[src/ddcr_consts.svh]
// Register offsets, field positions, reset values and counts of the capture retimer
`ifndef DDCR_CONSTS_SVH
`define DDCR_CONSTS_SVH

// Register offsets (register port address)
`define DDCR_ADDR_REF      5'h01
`define DDCR_ADDR_DATA     5'h02
`define DDCR_ADDR_PHASE    5'h14

// Reference control register fields
`define DDCR_BIT_REF_DIS   0

// Data interface control register fields
`define DDCR_BIT_DBL       0
`define DDCR_BIT_SGL       1
`define DDCR_BIT_IE        2
`define DDCR_BIT_RISING    4
`define DDCR_BIT_FIRST     5
`define DDCR_BIT_TWOS      7

// Retimer phase control and status fields
`define DDCR_BIT_IPH       0
`define DDCR_BIT_OVR       2
`define DDCR_BIT_REACQ     3
`define DDCR_BIT_SEARCH    4
`define DDCR_BIT_QPH       6
`define DDCR_PHASE_WMASK   8'hCF

// Reset values
`define DDCR_RST_REF       8'h00
`define DDCR_RST_DATA      8'h04
`define DDCR_RST_PHASE     8'h00

// Sample width, FIFO depth, search bound in conversion cycles, fixed phase code
`define DDCR_DW            14
`define DDCR_FIFO_DEPTH    16
`define DDCR_SEARCH_LAST   8'h7F
`define DDCR_FIXED_CODE    2'h0

`endif

[src/ddcr_pkg.sv]
// Types and shared functions of the capture retimer
package ddcr_pkg;

   // Phase search states, one-hot
   typedef enum logic [2:0] {
      DDCR_LOCKED  = 3'h1,
      DDCR_WAIT    = 3'h2,
      DDCR_MEASURE = 3'h4
   } ddcr_srch_t;

   // Retimer phase number for a two-bit phase code
   function automatic logic [1:0] ddcr_phase_of(input logic [1:0] code);
      unique case (code)
         2'h0: ddcr_phase_of = 2'h2;
         2'h1: ddcr_phase_of = 2'h3;
         2'h2: ddcr_phase_of = 2'h3;
         2'h3: ddcr_phase_of = 2'h1;
      endcase
   endfunction

   // Quarter of the conversion period in which the qualifier edge fell
   function automatic logic [1:0] ddcr_quadrant(input logic [7:0] d, input logic [7:0] p);
      logic [9:0] d4;
      logic [9:0] p1;
      logic [9:0] p2;
      logic [9:0] p3;
      d4 = {d, 2'h0};
      p1 = {2'h0, p};
      p2 = {1'h0, p, 1'h0};
      p3 = p1 + p2;
      if (d4 < p1) ddcr_quadrant = 2'h0;
      else if (d4 < p2) ddcr_quadrant = 2'h1;
      else if (d4 < p3) ddcr_quadrant = 2'h2;
      else ddcr_quadrant = 2'h3;
   endfunction

endpackage

[src/ddcr_top.sv]
// Sample capture, retiming FIFO and register file of the dual converter input
`timescale 1ns/1ps
`include "ddcr_consts.svh"

// Behaviour
// - I and Q words share one DDR bus qualified by the data clock
// - Sample words are read as unsigned binary or twos complement per format bit
// - Data control bit 4 picks the rising or falling edge for the I word
// - Data control bit 5 picks whether I or Q is latched first per period
// - Captured pairs pass the retimer before loading the converter core register
// - With data control bit 2 clear, the conversion clock captures data
// - Clock-out bits 1 or 0 drive a qualifier clock made from conversion clock
// - Retimer compares both clocks and selects one of three transfer phases
// - Any working phase may be chosen; the safest is not sought
// - Code 00 is phase 2, 01 and 10 phase 3, 11 phase 1
// - After reset the retimer locks within 128 cycles, then clears searching
// - Searching stays high until the clock relationship is established or the 128-cycle search bound is reached
// - A zero-to-one write of the reacquire bit restarts both phase searches
// - I and Q phase fields read back chosen phases, valid once searching clears
// - With override set, the written I phase field forces both retimers
// - Pin mode with serial clock pin low uses fixed phase 2
// - Pin mode with serial clock pin high searches; each rise re-evaluates
// - Latency depends on phase; phase 2 gives I four, Q three and half cycles
// - Reference bit 0 set disables the internal reference; clear uses it

// Word FIFO between the capture side and the retimer
module ddcr_fifo #(
   parameter int W = 28,
   parameter int D = 16
) (
   input  wire logic         i_clk,
   input  wire logic         i_rst,
   input  wire logic         i_in_valid,
   output logic              o_in_ready,
   input  wire logic [W-1:0] i_in_data,
   output logic              o_out_valid,
   input  wire logic         i_out_ready,
   output logic [W-1:0]      o_out_data
);
   // Depth must be a power of two: pointers wrap by overflow
   localparam int AW = $clog2(D);

   typedef struct packed {
      logic [D-1:0][W-1:0] mem;
      logic [AW-1:0]       wp;
      logic [AW-1:0]       rp;
      logic [AW:0]         cnt;
   } ddcr_fifo_t;

   ddcr_fifo_t s;
   ddcr_fifo_t next_s;
   logic       push;
   logic       pop;

   // Handshake status from the fill count
   assign o_in_ready  = (s.cnt != (AW+1)'(D));
   assign o_out_valid = (s.cnt != '0);
   assign o_out_data  = s.mem[s.rp];
   assign push        = i_in_valid & o_in_ready;
   assign pop         = o_out_valid & i_out_ready;

   // Pointer and count update
   always_comb begin
      next_s = s;
      if (push) begin
         next_s.mem[s.wp] = i_in_data;
         next_s.wp        = s.wp + 1'b1;
      end
      if (pop) begin
         next_s.rp = s.rp + 1'b1;
      end
      if (push && !pop) begin
         next_s.cnt = s.cnt + 1'b1;
      end else if (pop && !push) begin
         next_s.cnt = s.cnt - 1'b1;
      end
      if (i_rst) begin
         next_s = '0;
      end
   end

   // State register
   always_ff @(posedge i_clk) begin
      s <= next_s;
   end
endmodule

// Capture, phase search, retimer and registers
module ddcr_top (
   input  wire logic                 i_clk,
   input  wire logic                 i_rst,
   input  wire logic                 i_strap_mode,
   input  wire logic                 i_strap_serial_clock,
   input  wire logic                 i_sample_qualifier_clock,
   input  wire logic                 i_conversion_clock,
   input  wire logic [`DDCR_DW-1:0]  i_sample_bus,
   input  wire logic [4:0]           i_reg_addr,
   input  wire logic [7:0]           i_reg_wdata,
   input  wire logic                 i_reg_wr,
   output logic [7:0]                o_reg_rdata,
   output logic                      o_sample_qualifier_clock,
   output logic                      o_sample_qualifier_clock_oe,
   output logic [`DDCR_DW-1:0]       o_core_i,
   output logic [`DDCR_DW-1:0]       o_core_q,
   output logic                      o_core_stb,
   output logic                      o_searching,
   output logic                      o_internal_reference_disable
);
   localparam int DW = `DDCR_DW;

   typedef struct packed {
      logic [2:0]           qs;
      logic [2:0]           cs;
      logic [2:0]           ss;
      logic [2:0]           ms;
      logic                 ql;
      logic                 cl;
      logic                 sl;
      logic                 ml;
      logic [2:0][DW-1:0]   bs;
      logic [7:0]           r01;
      logic [7:0]           r02;
      logic [7:0]           r14;
      logic [DW-1:0]        hold;
      logic                 have;
      logic                 pend_v;
      logic [2*DW-1:0]      pend;
      ddcr_pkg::ddcr_srch_t st;
      logic                 searching;
      logic [7:0]           cnt;
      logic [7:0]           dcnt;
      logic [7:0]           tmo;
      logic                 dval;
      logic [1:0]           auto_i;
      logic [1:0]           auto_q;
      logic [1:0]           tick_i;
      logic [1:0]           tick_q;
      logic                 arm_i;
      logic                 arm_q;
      logic [DW-1:0]        stage_q;
      logic [DW-1:0]        core_i;
      logic [DW-1:0]        core_q;
      logic                 core_stb;
      logic                 qout;
      logic                 qoe;
      logic [7:0]           rdata;
   } ddcr_top_t;

   ddcr_top_t       s;
   ddcr_top_t       next_s;
   logic            fq;
   logic            fc;
   logic            fs;
   logic            fm;
   logic [7:0]      cfg;
   logic            ie;
   logic            cap_now;
   logic            cap_old;
   logic            rise;
   logic            fall;
   logic            i_edge;
   logic            q_edge;
   logic            first_e;
   logic            second_e;
   logic            conv_rise;
   logic            conv_fall;
   logic            reacq_rise;
   logic            restart;
   logic            fixed;
   logic            ovr_eff;
   logic [1:0]      code_i;
   logic [1:0]      code_q;
   logic            load_i;
   logic            f_ready;
   logic            f_valid;
   logic [2*DW-1:0] f_data;

   // A change counts once the second and third stages agree
   function automatic logic filt(input logic [2:0] sy, input logic lv);
      filt = (sy[1] == sy[2]) ? sy[2] : lv;
   endfunction

   // Offset binary for the core; the top bit flips in twos complement
   function automatic logic [DW-1:0] fmt(input logic [DW-1:0] d, input logic twos);
      fmt = twos ? {~d[DW-1], d[DW-2:0]} : d;
   endfunction

   // Filtered pin levels and the clock that captures data
   assign fq        = filt(s.qs, s.ql);
   assign fc        = filt(s.cs, s.cl);
   assign fs        = filt(s.ss, s.sl);
   assign fm        = filt(s.ms, s.ml);
   assign cfg       = s.ml ? `DDCR_RST_DATA : s.r02;
   assign ie        = cfg[`DDCR_BIT_IE];
   assign cap_now   = ie ? fq : fc;
   assign cap_old   = ie ? s.ql : s.cl;
   assign rise      = cap_now & ~cap_old;
   assign fall      = ~cap_now & cap_old;
   assign i_edge    = cfg[`DDCR_BIT_RISING] ? rise : fall;
   assign q_edge    = cfg[`DDCR_BIT_RISING] ? fall : rise;
   assign first_e   = cfg[`DDCR_BIT_FIRST] ? i_edge : q_edge;
   assign second_e  = cfg[`DDCR_BIT_FIRST] ? q_edge : i_edge;
   assign conv_rise = fc & ~s.cl;
   assign conv_fall = ~fc & s.cl;

   // Search triggers: reacquire write, serial clock rise in pin mode, fixed phase
   assign reacq_rise = i_reg_wr && (i_reg_addr == `DDCR_ADDR_PHASE)
                       && i_reg_wdata[`DDCR_BIT_REACQ] && !s.r14[`DDCR_BIT_REACQ];
   assign restart    = (!s.ml && reacq_rise) || (s.ml && fs && !s.sl);
   assign fixed      = s.ml && !fs;  // Filtered level, so a rise is not masked

   // Override takes the I field for both retimers; Q field is readback only
   assign ovr_eff = !s.ml && s.r14[`DDCR_BIT_OVR];
   assign code_i  = ovr_eff ? s.r14[`DDCR_BIT_IPH +: 2] : s.auto_i;
   assign code_q  = ovr_eff ? s.r14[`DDCR_BIT_IPH +: 2] : s.auto_q;
   assign load_i  = s.arm_i && (s.tick_i == 2'h1) && f_valid;

   ddcr_fifo #(
      .W (2*DW),
      .D (`DDCR_FIFO_DEPTH)
   ) u_fifo (
      .i_clk       (i_clk),
      .i_rst       (i_rst),
      .i_in_valid  (s.pend_v),
      .o_in_ready  (f_ready),
      .i_in_data   (s.pend),
      .o_out_valid (f_valid),
      .i_out_ready (load_i),
      .o_out_data  (f_data)
   );

   // Whole next-state of the block
   always_comb begin
      next_s    = s;
      next_s.qs = {s.qs[1:0], i_sample_qualifier_clock};
      next_s.cs = {s.cs[1:0], i_conversion_clock};
      next_s.ss = {s.ss[1:0], i_strap_serial_clock};
      next_s.ms = {s.ms[1:0], i_strap_mode};
      next_s.bs = {s.bs[1:0], i_sample_bus};
      next_s.ql = fq;
      next_s.cl = fc;
      next_s.sl = fs;
      next_s.ml = fm;
      next_s.core_stb = 1'b0;

      // DDR pairing; a new pair overwrites a pending slot that the FIFO has not taken
      if (s.pend_v && f_ready) begin
         next_s.pend_v = 1'b0;
      end
      if (first_e) begin
         next_s.hold = s.bs[2];
         next_s.have = 1'b1;
      end else if (second_e && s.have) begin
         next_s.have   = 1'b0;
         next_s.pend_v = 1'b1;
         next_s.pend   = cfg[`DDCR_BIT_FIRST] ? {s.hold, s.bs[2]} : {s.bs[2], s.hold};
      end

      // Phase search: time from a conversion rise to the capture clock rise (the qualifier with bit 2 set)
      unique case (s.st)
         ddcr_pkg::DDCR_LOCKED: begin
         end
         ddcr_pkg::DDCR_WAIT: begin
            if (conv_rise) begin
               next_s.cnt  = 8'h00;
               next_s.dval = 1'b0;
               next_s.st   = ddcr_pkg::DDCR_MEASURE;
            end
         end
         ddcr_pkg::DDCR_MEASURE: begin
            if (s.cnt != 8'hFF) begin
               next_s.cnt = s.cnt + 8'h01;
            end
            if (rise && !s.dval) begin
               next_s.dval = 1'b1;
               next_s.dcnt = s.cnt;
            end
            if (conv_rise) begin
               next_s.cnt = 8'h00;
               if (s.dval) begin
                  next_s.auto_i    = ddcr_pkg::ddcr_quadrant(s.dcnt, s.cnt);
                  next_s.auto_q    = ddcr_pkg::ddcr_quadrant(s.dcnt, s.cnt);
                  next_s.searching = 1'b0;
                  next_s.st        = ddcr_pkg::DDCR_LOCKED;
               end
            end
         end
      endcase

      // Bound on the search; gives up on phase 2 rather than stay unusable
      if (s.searching && conv_rise) begin
         next_s.tmo = s.tmo + 8'h01;
         if (s.tmo == `DDCR_SEARCH_LAST) begin
            next_s.auto_i    = `DDCR_FIXED_CODE;
            next_s.auto_q    = `DDCR_FIXED_CODE;
            next_s.searching = 1'b0;
            next_s.st        = ddcr_pkg::DDCR_LOCKED;
         end
      end
      if (restart) begin
         next_s.st        = ddcr_pkg::DDCR_WAIT;
         next_s.searching = 1'b1;
         next_s.tmo       = 8'h00;
      end
      if (fixed) begin
         next_s.st        = ddcr_pkg::DDCR_LOCKED;
         next_s.searching = 1'b0;
         next_s.auto_i    = `DDCR_FIXED_CODE;
         next_s.auto_q    = `DDCR_FIXED_CODE;
      end

      // Retimer countdowns; phase only sampled at a conversion rise
      if (s.arm_i) begin
         if (s.tick_i == 2'h1) begin
            next_s.arm_i = 1'b0;
            if (f_valid) begin
               next_s.core_i   = fmt(f_data[2*DW-1:DW], cfg[`DDCR_BIT_TWOS]);
               next_s.stage_q  = f_data[DW-1:0];
               next_s.core_stb = 1'b1;
            end
         end else begin
            next_s.tick_i = s.tick_i - 2'h1;
         end
      end
      if (s.arm_q) begin
         if (s.tick_q == 2'h1) begin
            next_s.arm_q  = 1'b0;
            next_s.core_q = fmt(s.stage_q, cfg[`DDCR_BIT_TWOS]);
         end else begin
            next_s.tick_q = s.tick_q - 2'h1;
         end
      end
      if (conv_rise) begin
         next_s.tick_i = ddcr_pkg::ddcr_phase_of(code_i);
         next_s.tick_q = ddcr_pkg::ddcr_phase_of(code_q);
         next_s.arm_i  = 1'b1;
         next_s.arm_q  = 1'b1;
      end

      // Qualifier clock output; double rate marks both conversion edges
      next_s.qoe  = !s.ml && (cfg[`DDCR_BIT_SGL] || cfg[`DDCR_BIT_DBL]);
      next_s.qout = cfg[`DDCR_BIT_SGL] ? fc : (conv_rise || conv_fall);

      // Register writes; the searching bit is not writable
      if (i_reg_wr) begin
         case (i_reg_addr)
            `DDCR_ADDR_REF:   next_s.r01 = i_reg_wdata;
            `DDCR_ADDR_DATA:  next_s.r02 = i_reg_wdata;
            `DDCR_ADDR_PHASE: next_s.r14 = i_reg_wdata & `DDCR_PHASE_WMASK;
            default: begin
            end
         endcase
      end

      // Registered read data; unmapped offsets read zero
      case (i_reg_addr)
         `DDCR_ADDR_REF:   next_s.rdata = s.r01;
         `DDCR_ADDR_DATA:  next_s.rdata = s.r02;
         `DDCR_ADDR_PHASE: next_s.rdata = {code_q, 1'b0, s.searching,
                                           s.r14[`DDCR_BIT_REACQ], s.r14[`DDCR_BIT_OVR],
                                           code_i};
         default:          next_s.rdata = 8'h00;
      endcase

      // Reset starts a search, as the reset pulse does in register mode
      if (i_rst) begin
         next_s           = '0;
         next_s.r01       = `DDCR_RST_REF;
         next_s.r02       = `DDCR_RST_DATA;
         next_s.r14       = `DDCR_RST_PHASE;
         next_s.st        = ddcr_pkg::DDCR_WAIT;
         next_s.searching = 1'b1;
      end
   end

   // State register
   always_ff @(posedge i_clk) begin
      s <= next_s;
   end

   // Outputs straight from the state register
   assign o_reg_rdata                  = s.rdata;
   assign o_sample_qualifier_clock     = s.qout;
   assign o_sample_qualifier_clock_oe  = s.qoe;
   assign o_core_i                     = s.core_i;
   assign o_core_q                     = s.core_q;
   assign o_core_stb                   = s.core_stb;
   assign o_searching                  = s.searching;
   assign o_internal_reference_disable = s.r01[`DDCR_BIT_REF_DIS];
endmodule

[config.mk]
export PLATFORM = sky130hd
export DESIGN_NAME = ddcr_top
export DESIGN_NICKNAME = d
export VERILOG_FILES = /design/src/ddcr_pkg.sv /design/src/ddcr_top.sv
export VERILOG_INCLUDE_DIRS = /design/src
export SDC_FILE = /design/constraint.sdc
export NUM_CORES = 2
export LEC_CHECK = 0
export BUFFER_PORTS_ARGS = -buffer_cell sky130_fd_sc_hd__buf_2
export CORE_UTILIZATION = 50
export CTS_CLUSTER_SIZE = 12
export DETAILED_ROUTE_END_ITERATION = 6
export GPL_TIMING_DRIVEN = 0
export MAX_ROUTING_LAYER = met4
export PLACE_DENSITY_LB_ADDON = 0.12
export SLEW_MARGIN = 30
export SYNTH_ARGS = -nofsm -noshare
export SYNTH_HDL_FRONTEND = slang
export SYNTH_SLANG_ARGS = --single-unit
[constraint.sdc]
create_clock -name i_clk -period 4.47 [get_ports i_clk]
set_clock_uncertainty 0.1 [all_clocks]
set_input_delay 0.447 -clock i_clk [delete_from_list [all_inputs] [get_ports i_clk]]
set_output_delay 0.447 -clock i_clk [all_outputs]
set_load 0.1 [all_outputs]
# Word-level counts from Yosys, hierarchy flattened
# Index checks and enable logic that the tools add are counted.
# word_totals
reg_bits	675
in_bits	34
out_inout_bits	41
wordCells	228
# classes
add_sub_neg	9
n_lt_le_gt_ge	6
n_eq_ne	25
muxes	63
bitwise_logic	15
reduce_logical	53
# ops
cell	n
448-bit bitwise mux	1
28-bit binary-select mux with 4-bit select	1
28-bit demux with 4-bit select	1
28-bit two-way mux	3
4-bit two-way mux	8
30-bit two-way mux	1
29-bit two-way mux	1
14-bit two-way mux	2
8-bit two-way mux	3
8-bit case mux with 3 select lines	1
1-bit two-way mux	21
1-bit logical AND	18
8-bit by 1-bit adder with 8-bit output, second input constant	2
2-bit two-way mux	8
8-bit case mux with 2 select lines	1
2-bit AND reduction	8
12-bit two-way mux	1
2-bit case mux with 3 select lines	2
8-bit by 9-bit adder with 10-bit output	1
10-bit less-than comparator	1
10-bit by 8-bit less-than comparator with 1-bit output	1
10-bit by 9-bit less-than comparator with 1-bit output	1
4-bit by 5-bit less-than comparator with 1-bit output, second input constant	2
5-bit two-way mux	2
other kinds (32)	80

# Longest topological paths before layout
# logic_depth
ltp_word	10
ltp_mapped	16
ltp_nobuf	16

# Hierarchy
# A second synthesis with hierarchy kept.
# unflattened
cells_unflattened	2830
area_unflattened_um2	29437.0
# by_module_without_submodules
module	n_inst	cells_per_inst	area_per_inst_um2	seq_area_each_um2
ddcr_fifo	1	1818	20390.8	9228.9
ddcr_top	1	1012	9046.2	4284.1

# Least setup slack after synthesis
# Ideal clock, no wire load.
# synth_timing
path_type	reg-to-reg
startpoint	register s[80] in the netlist's numbering
endpoint	register s[61] in the netlist's numbering
setup_ns	0.126
t_arrival_ns	2.708
required_ns	4.244
slack_ns	1.536
stages_incl_launch_ff	17
n_path_buf	0
synth_period_minus_slack_ns	2.934
cell_sequence	dfxtp_1 > ha_1 > inv_1 > fa_1 > nor2b_1 > o21a_1 > o21a_1 > o21ai_0 > nand2b_1 > xor2_1 > ha_1 > o21a_1 > o21ai_0 > a31oi_1 > o21a_1 > o31ai_1 > a21oi_1
# synth_via
elab_chain_len	10
word_cells_on_any_way	12
classes_between	1 x add/sub; 3 x order compare; 8 x mux
# synth_lines
item	line_no	source
start: declaration	ddcr_top.sv:149	ddcr_top_t s;
start signal: assignment	ddcr_top.sv:378	s <= next_s;
8-bit by 9-bit adder with 10-bit output	ddcr_pkg.sv:30	p3 = p1 + p2;
10-bit less-than comparator	ddcr_pkg.sv:33	else if (d4 < p3) ddcr_quadrant = 2'h2;
1-bit two-way mux	ddcr_pkg.sv:33	
2-bit two-way mux	ddcr_pkg.sv:32	else if (d4 < p2) ddcr_quadrant = 2'h1;
2-bit two-way mux *	ddcr_pkg.sv:31	if (d4 < p1) ddcr_quadrant = 2'h0;
4-bit two-way mux *	ddcr_top.sv:280	if (s.dval) begin
4-bit two-way mux *	ddcr_top.sv:278	if (conv_rise) begin
4-bit two-way mux *	ddcr_top.sv:260	unique case (s.st)
4-bit two-way mux	ddcr_top.sv:293	if (s.tmo == `DDCR_SEARCH_LAST) begin
4-bit two-way mux *	ddcr_top.sv:291	if (s.searching && conv_rise) begin
# Every way passes the cells marked *; elsewhere a longest branch is shown, timed or not.
# A chain may end at the register's enable or synchronous reset.

# Final worst setup path
# Same ends and word-level chain as after synthesis.

==> metrics.md <==
| Metric | Value |
|---|---|
| Status | `finished clean` |
| Req. time, crit path | `4.84 ns` |
| Max transition margin | `32.8%` |
| Clock Pin Slew Worst Setup and Hold Paths | `0.06 ns` |
| Switching power | `0.00263 W` |
| Top Family by Delay on Critical Path | `compound AO/OA/AOI/OAI gates` |
| First-pass GRT wire length | `129000 µm` |
| H-tree depth | `3` |
| Synthesized cell area | `28600 µm²` |
| Detail Route Antenna Nets | `0` |
| Combinational power share | `1.9%` |
| Worst Max-Slew Pin Slew | `1.01 ns` |
| Syn Inst Count | `3297` |
| Initial antenna violation count | `0` |
| Hold buffers post-CTS | `25` |
| Max Fclk | `279 MHz` |
| Chip Width | `241 µm` |
| Critical path endpoint category | `flop` |
| Die H | `241 µm` |
| Setup TNS | `0 ns` |
| Worst path bufs/invs | `1` |
| Via count | `23800` |
| Hold crit path type | `in2reg` |
| Data arrival time of the worst path | `3.96 ns` |
| Synthesized Nets | `3377` |
| Crit-path cells | `ha_1 > inv_1 > fa_1 > nor2b_1 > o21a_1 > o21a_1 > o21ai_0 > nand2b_1 > xor2_1 > ha_1 > o21a_1 > o21ai_0 > a31oi_1 > o21a_1 > o31ai_1 > a21oi_1` |
| Number of global-route vias before repair | `23000` |
| Root buffer cell | `clkbuf_16` |
| Die area | `58300 µm²` |
| Cells after DPL | `4126` |
| Power Dens Cells | `378 nW/µm²` |
| Setup WS post-layout | `0.882 ns` |
| DRC Markers | `0` |
| Switching fraction of total power | `21.4%` |
| Total I/O pin count | `75` |
| CTS tree | `done` |
| Sink Count | `675` |
| Routed len/inst | `19.5 µm` |
| Syn Area/Cell | `8.69 µm²` |
| Placement Rows | `87` |
| Async S/R FF share, synth | `0%` |
| Clock Latency Late Sink | `0.62 ns` |
| Post-Place Worst Slack | `1.02 ns` |
| Final setup viols | `0` |
| Unique masters post-synth | `63` |
| LEAKAGE | `10.9 nW` |
| EDFF count, synth | `0` |
| Cell Int Power | `0.00969 W` |
| I/O Buffers | `73` |
| 1st-pass router iterations | `5` |
| CP max FO | `6` |
| Slew Limit Fails | `0` |
| Clock Path Buffers | `3` |
| Sequential area share after synthesis | `47.2%` |
| VDD IR max | `0.294 mV` |
| Setup crit start kind | `flop` |
| RSZ-0062 raised after global routing | `false` |
| Pin count of the biggest net entering global routing | `13` |
| RD Place Congestion | `0.936` |
| Tcrit/Tclk final | `80.3%` |
| Share of cells above drive strength 1 | `13.3%` |
| Synth-to-Final Area Change | `13.7%` |
| Leading register cell type out of synthesis | `dfxtp_1` |
| #FFs+latches synth | `675` |
| GRT Total Usage | `29.7%` |
| Max-Cap Viols | `0` |
| Nets | `3550` |
| Post-CTS setup buffer count | `0` |
| TritonCTS buffer count | `73` |
| Total Wirelength | `83300 µm` |
| Iter 0 DRT Violations | `1780` |
| HPWL after DPL | `62000 µm` |
| Via density per instance | `5.56` |
| Grt total ovfl | `0` |
| Post-cts sizing count | `0` |
| Crit-path slowest cell | `dfxtp_1` |
| Crit-path max cell delay | `0.42 ns` |
| Util after Layout | `57.7%` |
| Cell Count, Final, Fillers Out | `4276` |
| CP Class | `reg2reg` |
| Clock network power share | `49.1%` |
| Final Hold Vio Count | `0` |
| Initial Utilization | `50.7%` |
| Tmin final | `3.59 ns` |
| Diodes inserted | `0` |
| Part of the power in registers | `49.1%` |
| Core Region | `56500 µm²` |
| Most used cell, CP | `o21a_1` |
| Synth warnings | `0` |
==> power by group through the flow <==
stage / sequential (W) / combinational, W / clock, W
CTS: 0.00605 / 0.000228 / 0.00612
detailed placement: 0.00618 / 0.000212 / 0
finish: 0.00605 / 0.000229 / 0.00605
global route: 0.00605 / 0.000244 / 0.00638
global placement: 0.00618 / 0.000208 / 0
floorplan: 0.00618 / 0.000115 / 0
==> cell type report <==
| cell class | instances | area, µm² |
|---|---|---|
| clock inverters | 12 | 174 |
| multi-input cells | 2281 | 13500 |
| inverters | 26 | 103 |
| flip-flops and latches | 675 | 13500 |
| clock buffers | 113 | 2190 |
| plain buffers | 315 | 1540 |
| fillers | 5047 | 23900 |
| repair buffers | 98 | 616 |
| well taps | 756 | 946 |
==> final timing paths <==
kind | from | endpoint | slack, ns | cells after the start
hold reg to reg | s[182] | s[196] | 0.33 | 1
setup / recovery | s[80] | s[61] | 0.88 | 16
setup reg to reg | s[80] | s[61] | 0.88 | 16
hold / removal | i_reg_wdata[3] | s[155] | 0.03 | 3
==> sequential cells by signal, indices dropped and copies added (netlist names) <==
register,flops
o_core_i,14
o_core_q,14
o_core_stb,1
o_internal_reference_disable,1
o_reg_rdata,8
o_sample_qualifier_clock,1
o_sample_qualifier_clock_oe,1
o_searching,1
s,173
u_fifo.s,461
==> kinds of logic after synthesis <==
group	share of synthesized area, %
simple gates	19.9
xor+xnor	1.10
buf+inv	5.72
fa+ha+maj	2.10
flops	47.2
compound gates	13.4
mux	10.6
==> per-stage QoR <==
stage | hold WS [ns] | power (W) | area (µm²)
final | 0.0320 | 0.0123 | 32600
after global routing | 0.0391 | 0.0127 | 32600
after CTS | 0.00406 | 0.0124 | 32600
after detailed placement | 0.320 | 0.00639 | 30000
after global placement | 0.315 | 0.00639 | 30000
after floorplan | 0.314 | 0.00629 | 28600
==> cell usage after synthesis (4+ instances only) <==
master	count	area [µm²]
nor2_1	123	462
a211oi_1	34	255
inv_1	25	93.8
dfxtp_1	675	13500
nand4_1	8	50.1
mux2i_1	49	490
nand2_1	1031	3870
o21a_1	5	37.5
nand3_1	27	135
ha_1	44	551
and2_1	5	31.3
xor2_1	18	158
a31oi_1	5	31.3
a311oi_1	30	263
buf_2	79	395
buf_6	10	113
o21ai_0	13	65.1
xnor2_1	18	158
mux4_2	113	2540
clkbuf_1	126	473
nand3_2	12	120
a222oi_1	7	70.1
nor2b_1	92	576
nor2_2	14	87.6
nand2b_1	10	62.6
buf_1	52	195
nor3_4	4	65.1
a22o_1	27	236
a21oi_1	543	2720
buf_4	48	360
==> worst reg2reg max path, delay by kind of cell, from the launching register on <==
| family | cells | cell delay [ns] |
|---|---|---|
| AO/OA/AOI/OAI | 9 | 1.38 |
| adder cells (fa/ha/maj) | 3 | 1.02 |
| flip-flops | 1 | 0.42 |
| AND/OR/NAND/NOR | 2 | 0.26 |
| XOR/XNOR | 1 | 0.19 |
| buffers and inverters | 1 | 0.09 |
==> placed cells by master, fill, tap and decap left out, types with 4 or more instances in the layout <==
master,instances
a211oi_1,34
a21oi_1,543
a222oi_1,7
a22o_1,27
a311oi_1,30
a31oi_1,5
and2_1,5
buf_1,52
buf_2,152
buf_4,48
buf_6,10
bufinv_16,4
clkbuf_1,149
clkbuf_16,78
clkbuf_8,11
clkinv_2,6
dfxtp_1,675
dlygate4sd3_1,25
ha_1,44
inv_1,25
mux2i_1,49
mux4_2,113
nand2_1,1031
nand2b_1,10
nand3_1,27
nand3_2,12
nand4_1,8
nor2_1,123
nor2_2,14
nor2b_1,92
nor3_4,4
o21a_1,5
o21ai_0,13
xnor2_1,18
xor2_1,18
==> layer usage <==
layer | up-vias | global-route usage, % | wire length (µm)
met1 | 11400 | 37.2 | 35200
met4 | 0 | 12.3 | 3050
met3 | 138 | 3.89 | 5430
met2 | 841 | 48.3 | 39600
li1 | 11400 | - | -
met5 | - | - | 0
Power figures use the tool's default switching activity.
